==> src/isa_rcg_pkg.sv <==
/*
 Constants, register indices and helper functions for the reset and clock unit.
 Assumes a 20 MHz host clock and 32-bit classic Wishbone register access.
*/
package isa_rcg_pkg;
    localparam int unsigned SYS_CLK_HZ = 20_000_000;
    // Backplane divider codes map to ratios 2,3,4,5,6,8
    localparam logic [2:0] RATIO_SEL_RST = 3'h0;
    localparam int unsigned OSC_DIV = 12;
    localparam logic [2:0] OSC_HALF_M1 = 3'h5;
    // Backplane reset held more than 80 host clocks
    localparam int unsigned BP_HOLD_HCLK = 80;
    localparam logic [6:0] BP_HOLD_CYC = 7'(BP_HOLD_HCLK + 1);
    localparam int unsigned CPU_RST_NS = 800;
    localparam logic [4:0] CPU_RST_CYC = 5'((CPU_RST_NS * (SYS_CLK_HZ / 1_000_000) + 999) / 1000);
    // Register indices; byte address is four times the index
    localparam logic [7:0] IDX_STATUS = 8'h00;
    localparam logic [7:0] IDX_RATIO = 8'h01;
    localparam logic [7:0] IDX_DMA = 8'h06;
    localparam logic [7:0] IDX_SYS_CTL = 8'h92;
    localparam logic [7:0] IDX_COP_EN = 8'hf0;
    localparam logic [7:0] IDX_COP_RST = 8'hf1;
    localparam int unsigned FAST_RST_BIT = 0;
    localparam int unsigned DMA_HALF_BIT = 0;
    localparam int unsigned COP_EN_BIT = 0;
    localparam logic COP_EN_RST = 1'b1;
    localparam logic DMA_HALF_RST = 1'b0;
    localparam int unsigned ST_CPU_BIT = 4;
    localparam int unsigned ST_COP_BIT = 5;
    localparam int unsigned ST_BP_BIT = 6;
    localparam int unsigned ST_REV_BIT = 7;

    function automatic logic [3:0] ratio_of(input logic [2:0] code);
        case (code)
            3'h0: ratio_of = 4'h2;
            3'h1: ratio_of = 4'h3;
            3'h2: ratio_of = 4'h4;
            3'h3: ratio_of = 4'h5;
            3'h4: ratio_of = 4'h6;
            default: ratio_of = 4'h8;
        endcase
    endfunction

    function automatic logic [3:0] high_len(input logic [2:0] code);
        logic [3:0] r;
        r = ratio_of(code);
        high_len = 4'((r + 4'h1) >> 1);
    endfunction
endpackage

==> src/bclk_if.sv <==
/*
 Carries the divider selection and backplane clock between the top and divider.
 Assumes both ends run on the host clock.
*/
`timescale 1ns/1ps
`default_nettype none
interface bclk_if;
    logic [2:0] ratio_sel;
    logic bclk;
    logic bclk_rise;
    modport gen (input ratio_sel, output bclk, output bclk_rise);
    modport user (output ratio_sel, input bclk, input bclk_rise);
endinterface
`default_nettype wire

==> src/pin_sync.sv <==
/*
 Three-flop synchroniser for pin inputs with agreement filter.
 Assumes inputs are asynchronous to sys_clk.
*/
`timescale 1ns/1ps
`default_nettype none
module pin_sync #(
    parameter int unsigned W = 1
) (
    input wire logic sys_clk,
    input wire logic rst,
    input wire logic [W-1:0] pin,
    output logic [W-1:0] lvl_q
);
    logic [W-1:0] s1_q;
    logic [W-1:0] s2_q;
    logic [W-1:0] s3_q;

    always_ff @(posedge sys_clk or posedge rst) begin
        if (rst) begin
            s1_q <= '0;
            s2_q <= '0;
            s3_q <= '0;
        end else begin
            s1_q <= pin;
            s2_q <= s1_q;
            s3_q <= s2_q;
        end
    end

    // A change counts only once stages two and three agree
    always_ff @(posedge sys_clk or posedge rst) begin
        if (rst) begin
            lvl_q <= '0;
        end else begin
            for (int i = 0; i < W; i++) begin
                if (s2_q[i] == s3_q[i]) begin
                    lvl_q[i] <= s3_q[i];
                end
            end
        end
    end
endmodule
`default_nettype wire

==> src/bclk_div.sv <==
/*
 Programmable backplane clock divider, ratios 2,3,4,5,6,8.
 Assumes ratio_sel may change at any time; it is taken at the period boundary.
*/
`timescale 1ns/1ps
`default_nettype none
module bclk_div
    import isa_rcg_pkg::*;
(
    input wire logic sys_clk,
    input wire logic rst,
    bclk_if.gen bif
);
    logic [3:0] cnt_q;
    logic [3:0] cnt_d;
    logic [2:0] cur_q;
    logic wrap;

    assign wrap = (cnt_q == 4'(ratio_of(cur_q) - 4'h1));
    assign cnt_d = wrap ? 4'h0 : 4'(cnt_q + 4'h1);

    always_ff @(posedge sys_clk or posedge rst) begin
        if (rst) begin
            cnt_q <= '0;
        end else begin
            cnt_q <= cnt_d; // [RULE1]
        end
    end

    // New ratio only at a boundary, so no runt pulse
    always_ff @(posedge sys_clk or posedge rst) begin
        if (rst) begin
            cur_q <= RATIO_SEL_RST;
        end else if (wrap) begin
            cur_q <= bif.ratio_sel; // [RULE14]
        end
    end

    // Odd ratios run one host clock longer high; one clock edge only
    always_ff @(posedge sys_clk or posedge rst) begin
        if (rst) begin
            bif.bclk <= 1'b0;
            bif.bclk_rise <= 1'b0;
        end else begin
            bif.bclk <= wrap || (cnt_d < high_len(cur_q)); // [RULE2]
            bif.bclk_rise <= wrap;
        end
    end
endmodule
`default_nettype wire

==> src/isa_rcg_top.sv <==
/*
 Reset and clock generation for an ISA bus controller: backplane, DMA and
 timer clocks; CPU, coprocessor and backplane resets; Wishbone registers.
 Assumes a 20 MHz host clock, pins asynchronous to it, a classic Wishbone master.
*/
// The placing of the registers and the Wishbone register port were left to the implementer.
// Functional notes
// RULE1: Backplane clock divides host by 2,3,4,5,6,8.
// RULE2: Backplane clock near 50 percent duty.
// RULE3: All state machines run on host clock.
// RULE4: DMA clock is bus clock or half.
// RULE5: Timer clock is oscillator divided by twelve.
// RULE6: Power-on reset clears all, asserts three resets.
// RULE7: CPU reset generated synchronous to host clock.
// RULE8: Keyboard input or fast bit resets CPU.
// RULE9: Coprocessor reset from power-on or port write.
// RULE10: Coprocessor port reset enabled after power-on.
// RULE11: Backplane reset on bus clock, power-on only.
// RULE12: Backplane reset held over 80 clocks after release.
// RULE13: Later revisions also assert during power-on.
// RULE14: Divider change applied at period boundary.
`timescale 1ns/1ps
`default_nettype none
module isa_rcg_top
    import isa_rcg_pkg::*;
#(
    parameter bit LATE_REV = 1'b1
) (
    input wire logic sys_clk,
    input wire logic rst,
    input wire logic power_on_reset_in,
    input wire logic keyboard_reset_in,
    input wire logic osc_in,
    input wire logic [11:0] wb_adr_i,
    input wire logic [31:0] wb_dat_i,
    input wire logic [3:0] wb_sel_i,
    input wire logic wb_we_i,
    input wire logic wb_cyc_i,
    input wire logic wb_stb_i,
    output logic [31:0] wb_dat_o,
    output logic wb_ack_o,
    output logic bus_clk_out,
    output logic dma_clk_out,
    output logic timer_clk_out,
    output logic cpu_reset_out,
    output logic coproc_reset_out,
    output logic backplane_reset_out
);
    bclk_if bif ();

    logic por_s;
    logic kb_s;
    logic osc_s;
    logic por_prev_q;
    logic kb_prev_q;
    logic osc_prev_q;
    logic por_fall;
    logic kb_rise;
    logic osc_rise;

    logic [2:0] ratio_sel_q;
    logic dma_half_q;
    logic fast_reset_bit;
    logic cop_en_q;
    logic fast_rise;
    logic cop_req;

    logic [4:0] cpu_cnt_q;
    logic [4:0] cop_cnt_q;
    logic [6:0] hold_cnt_q;
    logic bp_req;
    logic [2:0] osc_cnt_q;

    logic [7:0] idx;
    logic hit_hi;
    logic acc;
    logic wr_commit;

    // Single host clock drives all logic below
    bclk_div u_div ( // [RULE3]
        .sys_clk(sys_clk),
        .rst(rst),
        .bif(bif)
    );

    pin_sync #(.W(3)) u_sync (
        .sys_clk(sys_clk),
        .rst(rst),
        .pin({osc_in, keyboard_reset_in, power_on_reset_in}),
        .lvl_q({osc_s, kb_s, por_s})
    );

    always_ff @(posedge sys_clk or posedge rst) begin
        if (rst) begin
            por_prev_q <= 1'b0;
            kb_prev_q <= 1'b0;
            osc_prev_q <= 1'b0;
        end else begin
            por_prev_q <= por_s;
            kb_prev_q <= kb_s;
            osc_prev_q <= osc_s;
        end
    end

    assign por_fall = por_prev_q && !por_s;
    assign kb_rise = kb_s && !kb_prev_q;
    assign osc_rise = osc_s && !osc_prev_q;

    // Register access: index in bits 9:2, upper address bits must be zero
    assign idx = wb_adr_i[9:2];
    assign hit_hi = (wb_adr_i[11:10] == 2'h0);
    assign acc = wb_cyc_i && wb_stb_i;
    // Write lands on the edge where the master sees ack
    assign wr_commit = acc && wb_ack_o && wb_we_i && wb_sel_i[0] && hit_hi;

    always_ff @(posedge sys_clk or posedge rst) begin
        if (rst) begin
            wb_ack_o <= 1'b0;
        end else begin
            wb_ack_o <= acc && !wb_ack_o;
        end
    end

    always_ff @(posedge sys_clk or posedge rst) begin
        if (rst) begin
            wb_dat_o <= '0;
        end else if (acc && !wb_ack_o) begin
            wb_dat_o <= '0;
            if (hit_hi) begin
                case (idx)
                    IDX_STATUS: begin
                        wb_dat_o[2:0] <= ratio_sel_q;
                        wb_dat_o[3] <= dma_half_q;
                        wb_dat_o[ST_CPU_BIT] <= cpu_reset_out;
                        wb_dat_o[ST_COP_BIT] <= coproc_reset_out;
                        wb_dat_o[ST_BP_BIT] <= backplane_reset_out;
                        wb_dat_o[ST_REV_BIT] <= LATE_REV;
                    end
                    IDX_RATIO: wb_dat_o[2:0] <= ratio_sel_q;
                    IDX_DMA: wb_dat_o[DMA_HALF_BIT] <= dma_half_q;
                    IDX_SYS_CTL: wb_dat_o[FAST_RST_BIT] <= fast_reset_bit;
                    IDX_COP_EN: wb_dat_o[COP_EN_BIT] <= cop_en_q;
                    default: wb_dat_o <= '0;
                endcase
            end
        end
    end

    // Configuration returns to defaults while power-on reset is high
    always_ff @(posedge sys_clk or posedge rst) begin
        if (rst) begin
            ratio_sel_q <= RATIO_SEL_RST;
        end else if (por_s) begin
            ratio_sel_q <= RATIO_SEL_RST; // [RULE6]
        end else if (wr_commit && idx == IDX_RATIO) begin
            ratio_sel_q <= wb_dat_i[2:0]; // [RULE1]
        end
    end

    assign bif.ratio_sel = ratio_sel_q;

    always_ff @(posedge sys_clk or posedge rst) begin
        if (rst) begin
            dma_half_q <= DMA_HALF_RST;
        end else if (por_s) begin
            dma_half_q <= DMA_HALF_RST; // [RULE6]
        end else if (wr_commit && idx == IDX_DMA) begin
            dma_half_q <= wb_dat_i[DMA_HALF_BIT]; // [RULE4]
        end
    end

    // Fast reset fires on a 0 to 1 write of the bit
    assign fast_rise = wr_commit && idx == IDX_SYS_CTL && wb_dat_i[FAST_RST_BIT] && !fast_reset_bit;

    always_ff @(posedge sys_clk or posedge rst) begin
        if (rst) begin
            fast_reset_bit <= 1'b0;
        end else if (por_s) begin
            fast_reset_bit <= 1'b0;
        end else if (wr_commit && idx == IDX_SYS_CTL) begin
            fast_reset_bit <= wb_dat_i[FAST_RST_BIT];
        end
    end

    always_ff @(posedge sys_clk or posedge rst) begin
        if (rst) begin
            cop_en_q <= COP_EN_RST;
        end else if (por_s) begin
            cop_en_q <= COP_EN_RST; // [RULE10]
        end else if (wr_commit && idx == IDX_COP_EN) begin
            cop_en_q <= wb_dat_i[COP_EN_BIT];
        end
    end

    // While cop_en_q is set, any data written to the coprocessor port pulses its reset
    assign cop_req = wr_commit && idx == IDX_COP_RST && cop_en_q; // [RULE9]

    // CPU reset: power-on, keyboard pin or fast bit; stretched by counter
    always_ff @(posedge sys_clk or posedge rst) begin
        if (rst) begin
            cpu_cnt_q <= '0;
        end else if (por_s || kb_rise || fast_rise) begin
            cpu_cnt_q <= CPU_RST_CYC; // [RULE8]
        end else if (cpu_cnt_q != 5'h0) begin
            cpu_cnt_q <= cpu_cnt_q - 5'h1;
        end
    end

    always_ff @(posedge sys_clk or posedge rst) begin
        if (rst) begin
            cpu_reset_out <= 1'b1;
        end else begin
            cpu_reset_out <= por_s || (cpu_cnt_q != 5'h0); // [RULE6] [RULE7]
        end
    end

    // Coprocessor reset shares the CPU timing; keyboard paths excluded
    always_ff @(posedge sys_clk or posedge rst) begin
        if (rst) begin
            cop_cnt_q <= '0;
        end else if (por_s || cop_req) begin
            cop_cnt_q <= CPU_RST_CYC; // [RULE9]
        end else if (cop_cnt_q != 5'h0) begin
            cop_cnt_q <= cop_cnt_q - 5'h1;
        end
    end

    always_ff @(posedge sys_clk or posedge rst) begin
        if (rst) begin
            coproc_reset_out <= 1'b1;
        end else begin
            coproc_reset_out <= por_s || (cop_cnt_q != 5'h0); // [RULE6] [RULE9]
        end
    end

    // Backplane hold starts at power-on release
    always_ff @(posedge sys_clk or posedge rst) begin
        if (rst) begin
            hold_cnt_q <= '0;
        end else if (por_s) begin
            hold_cnt_q <= '0;
        end else if (por_fall) begin
            hold_cnt_q <= BP_HOLD_CYC; // [RULE12]
        end else if (hold_cnt_q != 7'h0) begin
            hold_cnt_q <= hold_cnt_q - 7'h1;
        end
    end

    assign bp_req = (LATE_REV && por_s) || por_fall || (hold_cnt_q != 7'h0); // [RULE13]

    // Updated only at bus clock rise; keyboard paths never reach it
    always_ff @(posedge sys_clk or posedge rst) begin
        if (rst) begin
            backplane_reset_out <= 1'b1;
        end else if (bif.bclk_rise) begin
            backplane_reset_out <= bp_req; // [RULE11]
        end
    end

    // Outputs delayed one cycle so both clocks leave from flops together
    always_ff @(posedge sys_clk or posedge rst) begin
        if (rst) begin
            bus_clk_out <= 1'b0;
        end else begin
            bus_clk_out <= bif.bclk;
        end
    end

    always_ff @(posedge sys_clk or posedge rst) begin
        if (rst) begin
            dma_clk_out <= 1'b0;
        end else if (!dma_half_q) begin
            dma_clk_out <= bif.bclk; // [RULE4]
        end else if (bif.bclk_rise) begin
            dma_clk_out <= !dma_clk_out; // [RULE4]
        end
    end

    // Oscillator sampled by host clock: filter needs two equal samples per level, so host at least four times its rate
    always_ff @(posedge sys_clk or posedge rst) begin
        if (rst) begin
            osc_cnt_q <= '0;
            timer_clk_out <= 1'b0;
        end else if (osc_rise) begin
            if (osc_cnt_q == OSC_HALF_M1) begin
                osc_cnt_q <= '0;
                timer_clk_out <= !timer_clk_out; // [RULE5]
            end else begin
                osc_cnt_q <= osc_cnt_q + 3'h1;
            end
        end
    end

    // Helper for hold check: host cycles since power-on release
    // Starts saturated: a plain reset owes no power-on hold
    logic [7:0] since_por_q;
    always_ff @(posedge sys_clk or posedge rst) begin
        if (rst) begin
            since_por_q <= 8'hff;
        end else if (por_s) begin
            since_por_q <= '0;
        end else if (since_por_q != 8'hff) begin
            since_por_q <= since_por_q + 8'h1;
        end
    end
endmodule
`default_nettype wire

==> config.mk <==
export PLATFORM = sky130hd
export DESIGN_NAME = isa_rcg_top
export DESIGN_NICKNAME = d
export VERILOG_FILES = /design/src/isa_rcg_pkg.sv /design/src/bclk_if.sv /design/src/pin_sync.sv /design/src/bclk_div.sv /design/src/isa_rcg_top.sv
export SDC_FILE = /design/constraint.sdc
export NUM_CORES = 1
export LEC_CHECK = 0
export ABC_AREA = 1
export BUFFER_PORTS_ARGS = -buffer_cell sky130_fd_sc_hd__buf_2
export CAP_MARGIN = 25
export CORE_ASPECT_RATIO = 1.2
export CORE_MARGIN = 2
export CORE_UTILIZATION = 51
export DETAILED_ROUTE_END_ITERATION = 8
export HOLD_SLACK_MARGIN = 0.06
export PLACE_DENSITY = 0.79
export SYNTH_ARGS = -nofsm -noshare
export SYNTH_HDL_FRONTEND = slang
export SYNTH_SLANG_ARGS = --single-unit
==> constraint.sdc <==
create_clock -name sys_clk -period 2.6 [get_ports sys_clk]
set_input_delay 0.52 -clock sys_clk [delete_from_list [all_inputs] [get_ports sys_clk]]
set_output_delay 0.52 -clock sys_clk [all_outputs]
set_load 0.02 [all_outputs]
==> out/results.ini, run 1 <==
[placed_design]
place_inst = 460
preCtsSetupSlack_ps = 375.0
portBuffers = 36
hpwl_um = 4296
gp_congestion = 0.7939

[floorplan]
die_x_um = 75.64
die_height_um = 89.96
row_count = 31
core_area_um2 = 6012
die_area_um2 = 6804
start_util_pct = 52.24
io_pins = 95

[drt]
drtIter0Drc = 134
routed_via_density = 4.706
vias = 2240
avgRoutedWirePerCell_um = 11.74
drt-total-wl_um = 5588
top_layer = met4
routedLengthMet1_um = 2374
wl_met3_um = 200
drtPass1Iterations = 4
ant_nets = 0
drcViolationCount = 0
wl_met2_um = 2869

[final_layout]
drive_gt1_share_pct = 20.05
fin_util_pct = 58.86
layoutNonFillerInstCount = 476
n_antenna_cell = 0
fin_nets = 454
areaGrowthSynthToFinish_pct = 12.67

[yosys]
synth.area.top_cells = dfrtp_1 49%, nand2_1 7.1%, buf_4 5.7%
avgSynthCellArea_um2 = 9.156
yosysSeqAreaShare_pct = 51.95
synth_most_common_cell = dfrtp_1
synth.top_cell.area_share_pct = 48.61
synth_top_area_cell = dfrtp_1
synth_edf_count = 0
ys_ff_latch = 65
synthesis.area_um2 = 3141
synth_common_cells = 61 x dfrtp_1, 59 x nand2_1, 47 x inv_1
synthArstFlopShare_pct = 100.0
synthCells = 343
ys_types = 37
yosys_warnings = 0
synth_flop_cell = dfrtp_1

[clocking]
htreeDepth = 3
cts_inserted_buffers = 9
clk_latency_ps = 350
cts_setup_buffers = 0
cts.sinks = 65
cts-root-buf = clkbuf_8
cts_tree = built
cts_hold_buf = 0
cts_buffer_depth = 2
clk_pin_slew_ps = 70
cts_resized = 0

[critical_path]
critical_path_arrival_ps = 2470
crit_slowest_cell = dfrtp_1
cp_max_fo = 8
crit_chain = inv_2 -> nand2_1 -> inv_1 -> ha_1 -> nand2_1 -> nand2_1 -> nor2_4 -> nand3_4 -> inv_1 -> nor2_1 -> ha_1 -> nand2_1 -> nand2_1 -> nand2_1 -> nand2_1 -> nand2_1
crit_family = simple AND/OR/NAND/NOR gates
reg2reg_setup_slack_ps = 370
setup.worst_path.end_class = flop
required_ps = 2840
start_kind = flop
reg2regPathDepth = 16
cpPeakStageDelay_ps = 410
path_depth = 16
rr_endpoint = u_div.bif.bclk
endpoint = u_div.bif.bclk
worstSetupStartpoint = u_div.cur_q[2]
crit_type = reg -> reg
crit_top_cell = nand2_1
timing.rr.start = u_div.cur_q[2]
cp_num_buf_inv = 3

[min_path]
min_path_type = in -> async

[sta]
rsz0062_at_grt = false
clock_skew_ps = 6.652
fin_crit_ps = 2227
tightest_slew_ps = 553.1
setup_viol = 0
finalHoldViolCount = 0
tns_ps = 0
fin_crit_sh_pct = 85.65
fin_ws_ps = 373.1
max_freq_ghz = 0.4491
hold_ws_ps = 218.9
max-slew-margin-rel_pct = 63.07
maxSlewViolCount = 0

[grt]
grt_start_max_net_pins = 41
antenna_found_initial = 0
grt_pass1_vias = 2241
grt.total_usage_pct = 19.12
grt_pass1_wl_um = 9756
overflow = 0

[job]
cap_violations = 0

[power_and_ir_drop]
power_density_nw_per_um2 = 742.8
irDropWorstVdd_v = 0.0005019
p_leak_nw = 1.862

[status]
status = completed

==> area by class of cell <==
cell class	count	area, um^2
clock inverter	2	10.01
tap	82	102.6
timing repair buffer	37	200.2
clock buffer	14	182.7
fill	531	2474
sequential	65	1632
inverter	52	195.2
multi-input combinational	224	1216
==> report_power, final <==
part           internal (W)  switching, W  leakage, nW  total, W
Combinational      0.000229      0.000335        0.944  0.000564
Sequential          0.00115      0.000107        0.815   0.00126
Clock              0.000447      0.000361        0.102  0.000808
Total               0.00183      0.000803         1.86   0.00263
==> state kept, by name, summed over array words and instances, names as in the netlist, 3 cells and up <==
name / flops
wb_dat_o: 8
cop_cnt_q: 5
u_div.cnt_q: 4
cpu_cnt_q: 5
u_sync.lvl_q: 3
hold_cnt_q: 7
u_sync.s1_q: 3
osc_cnt_q: 3
u_sync.s3_q: 3
bif.ratio_sel: 3
u_div.cur_q: 3
u_sync.s2_q: 3
==> layout by cell type (no fill, tap or decap), types with 2 or more instances in the layout <==
cell type  netlist  final
a21oi_1         10     10
a32o_1           3      3
buf_2            0     36
clkbuf_8         0     13
clkinv_2         0      2
conb_1           1     24
dfrtp_1         61     61
dfstp_2          4      4
ha_1             9      9
inv_1           47     46
inv_2            5      6
maj3_1           3      3
nand2_1         59     59
nand2_2          4      4
nand3_1         18     18
nand4_1          3      3
nor2_1          32     32
nor2_2           3      3
nor2_4           2      2
nor3_1           6      6
nor3_2           3      3
nor3b_1          2      2
o21ai_0         14     14
o21ai_1          6      6
xnor2_1          6      6
xor2_1           5      5
==> worst min path at each step <==
stage | from | endpoint | slack (ps)
after floorplan | u_sync.s1_q[0] | u_sync.s2_q[0] | 330
after global placement | u_sync.s1_q[0] | u_sync.s2_q[0] | 330
after detailed placement | u_sync.s1_q[0] | u_sync.s2_q[0] | 340
after CTS | rst | osc_cnt_q[1] | 230
after global routing | rst | osc_cnt_q[1] | 250
final | rst | osc_cnt_q[0] | 220
==> layer usage <==
metal | track usage, % | vias up
li1 | - | 1131
met1 | 22.94 | 1049
met2 | 31.09 | 44
met3 | 5.717 | 16
met4 | 8.333 | 0
met5 | 0 | -
==> stage by stage <==
| stage | instance area, um^2 | power (W) |
|---|---|---|
| after detailed placement | 3346 | 0.001843 |
| final | 3538 | 0.002628 |
| after floorplan | 3227 | 0.001728 |
| after global routing | 3538 | 0.002795 |
| after CTS | 3538 | 0.002658 |
| after global placement | 3346 | 0.001799 |
==> cells by family (layout without fill, tap and decap cells) <==
logic type | Yosys count | count (layout) | share of synthesized area, %
buffers and inverters | 77 | 105 | 12.07
DFF | 65 | 65 | 51.95
and+or+nand+nor | 140 | 140 | 21.51
AOI/OAI and AO/OA | 37 | 37 | 6.734
other | 1 | 24 | 0.1194
adders and majority gates | 12 | 12 | 4.542
xor gates and xnor gates | 11 | 11 | 3.068
Note: power is estimated with default switching activity, not from simulation.
==> run 2, diff against run 1 <==
--- a/config.mk
+++ b/config.mk
@@ -13,7 +13,7 @@
 export CORE_UTILIZATION = 51
 export DETAILED_ROUTE_END_ITERATION = 8
 export HOLD_SLACK_MARGIN = 0.06
-export PLACE_DENSITY = 0.79
+export PLACE_DENSITY_LB_ADDON = 0.2
 export SYNTH_ARGS = -nofsm -noshare
 export SYNTH_HDL_FRONTEND = slang
 export SYNTH_SLANG_ARGS = --single-unit
==> out/results.ini, run 2 (synthesized netlist as in run 1, its figures left out) <==
[status]
status = completed

[sta]
finalHoldViolCount = 0
fin_crit_ps = 2171
max_freq_ghz = 0.4606
max-slew-margin-rel_pct = 60.00
tightest_slew_ps = 599.2
rsz0062_at_grt = false
maxSlewViolCount = 0
tns_ps = 0
setup_viol = 0
fin_crit_sh_pct = 83.51
clock_skew_ps = 7.884

[drt]
drt-total-wl_um = 5500
avgRoutedWirePerCell_um = 11.55
ant_nets = 0
vias = 2263
drtPass1Iterations = 6
drcViolationCount = 0
drtIter0Drc = 107
routed_via_density = 4.754

[grt]
grt_start_max_net_pins = 38
grt.total_usage_pct = 18.21
antenna_found_initial = 0
grt_pass1_vias = 2192
grt_pass1_wl_um = 9425
overflow = 0

[critical_path]
timing.rr.start = u_div.cur_q[2]
setup.worst_path.end_class = flop
rr_endpoint = u_div.bif.bclk
crit_type = reg -> reg
cp_max_fo = 8
start_kind = flop
required_ps = 2820
reg2reg_setup_slack_ps = 430
critical_path_arrival_ps = 2390
reg2regPathDepth = 16

[clocking]
cts_hold_buf = 0
cts-root-buf = clkbuf_8
cts.sinks = 65
clk_latency_ps = 340
clk_pin_slew_ps = 70
cts_tree = built
cts_inserted_buffers = 9
cts_setup_buffers = 0
cts_resized = 0
htreeDepth = 3
cts_buffer_depth = 2

[final_layout]
largest_reg_flops = 8
final_common_cell = dfrtp_1
drive_gt1_share_pct = 19.80
areaGrowthSynthToFinish_pct = 12.43
n_antenna_cell = 0
largestRegisters = wb_dat_o (8), hold_cnt_q (7)
fin_nets = 454
fin_area_um2 = 3531
final_cell_mix = 61 x dfrtp_1, 59 x nand2_1, 46 x inv_1
largest_register = wb_dat_o

[floorplan]
start_util_pct = 52.24
die_x_um = 75.64
die_height_um = 89.96
row_count = 31
die_area_um2 = 6804
core_area_um2 = 6012
io_pins = 95

[placed_design]
portBuffers = 36
gp_congestion = 0.7834
place_area_um2 = 3346
hpwl_um = 4118

[power_and_ir_drop]
p_leak_nw = 1.852
finalPower_w = 0.002591
irDropWorstVdd_v = 0.0005339
power_density_nw_per_um2 = 733.7

[min_path]
min_path_type = in -> async

[job]
cap_violations = 0

==> run 2: cell types whose count changed in the layout (fill, tap and decap cells not counted) <==
cell	previous run	this run
clkinvlp_4	0	1
clkbuf_8	13	12
clkinv_2	2	1
clkbuf_1	1	2
==> run 2: cell type report <==
| cell class | instances | area [um^2] |
|---|---|---|
| repair buffers | 37 | 200.2 |
| fillers | 531 | 2481 |
| well taps | 82 | 102.6 |
| clock inverters | 2 | 12.51 |
| clock buffers | 14 | 172.7 |
| inverters | 52 | 195.2 |
| multi-input cells | 224 | 1216 |
| flip-flops and latches | 65 | 1632 |
==> run 2: worst max-delay path: stages (launching register included) <==
cell and delay, ps:
dfrtp_1 410, inv_2 70, nand2_1 90, inv_1 50
ha_1 320, nand2_1 70, nand2_1 80, nor2_4 110
nand3_4 130, inv_1 170, nor2_1 80, ha_1 270
nand2_1 50, nand2_1 50, nand2_1 40, nand2_1 50
nand2_1 40
==> run 2: per-stage QoR <==
stage / setup WS (ps) / hold slack (ps) / std cells / utilization [%]
finish: 428.7 / 243.8 / 476 / 58.73
global route: 198.5 / 264.6 / 476 / 58.73
CTS: 437.4 / 253.9 / 476 / 58.73
detailed placement: 450.1 / 338.7 / 460 / 55.65
global placement: 470.2 / 331.7 / 460 / 55.65
floorplan: 460.2 / 331.2 / 366 / -
==> run 2: worst max path at each step <==
| stage | startpoint | slack [ps] | to |
|---|---|---|---|
| floorplan | rst | 460 | bif.ratio_sel[0] |
| global placement | u_div.cur_q[2] | 470 | u_div.bif.bclk |
| detailed placement | u_div.cur_q[2] | 450 | u_div.bif.bclk |
| CTS | u_div.cur_q[0] | 440 | u_div.bif.bclk |
| global route | u_div.cur_q[0] | 200 | u_div.bif.bclk |
| finish | u_div.cur_q[2] | 430 | u_div.bif.bclk |
==> run 2: per-layer routing <==
layer  routed length (um)  global-route usage, %
met5                    0                      0
met4                  112                  8.041
met3                  173                  3.924
met2                 2717                  28.84
met1                 2497                  23.56
==> run 2: power by group <==
group,leakage (nW),internal [W],switching [W],total [W]
combinational,0.944,0.000228,0.000330,0.000558
clock,0.0927,0.000423,0.000358,0.000781
sequential,0.815,0.00115,0.000102,0.00125
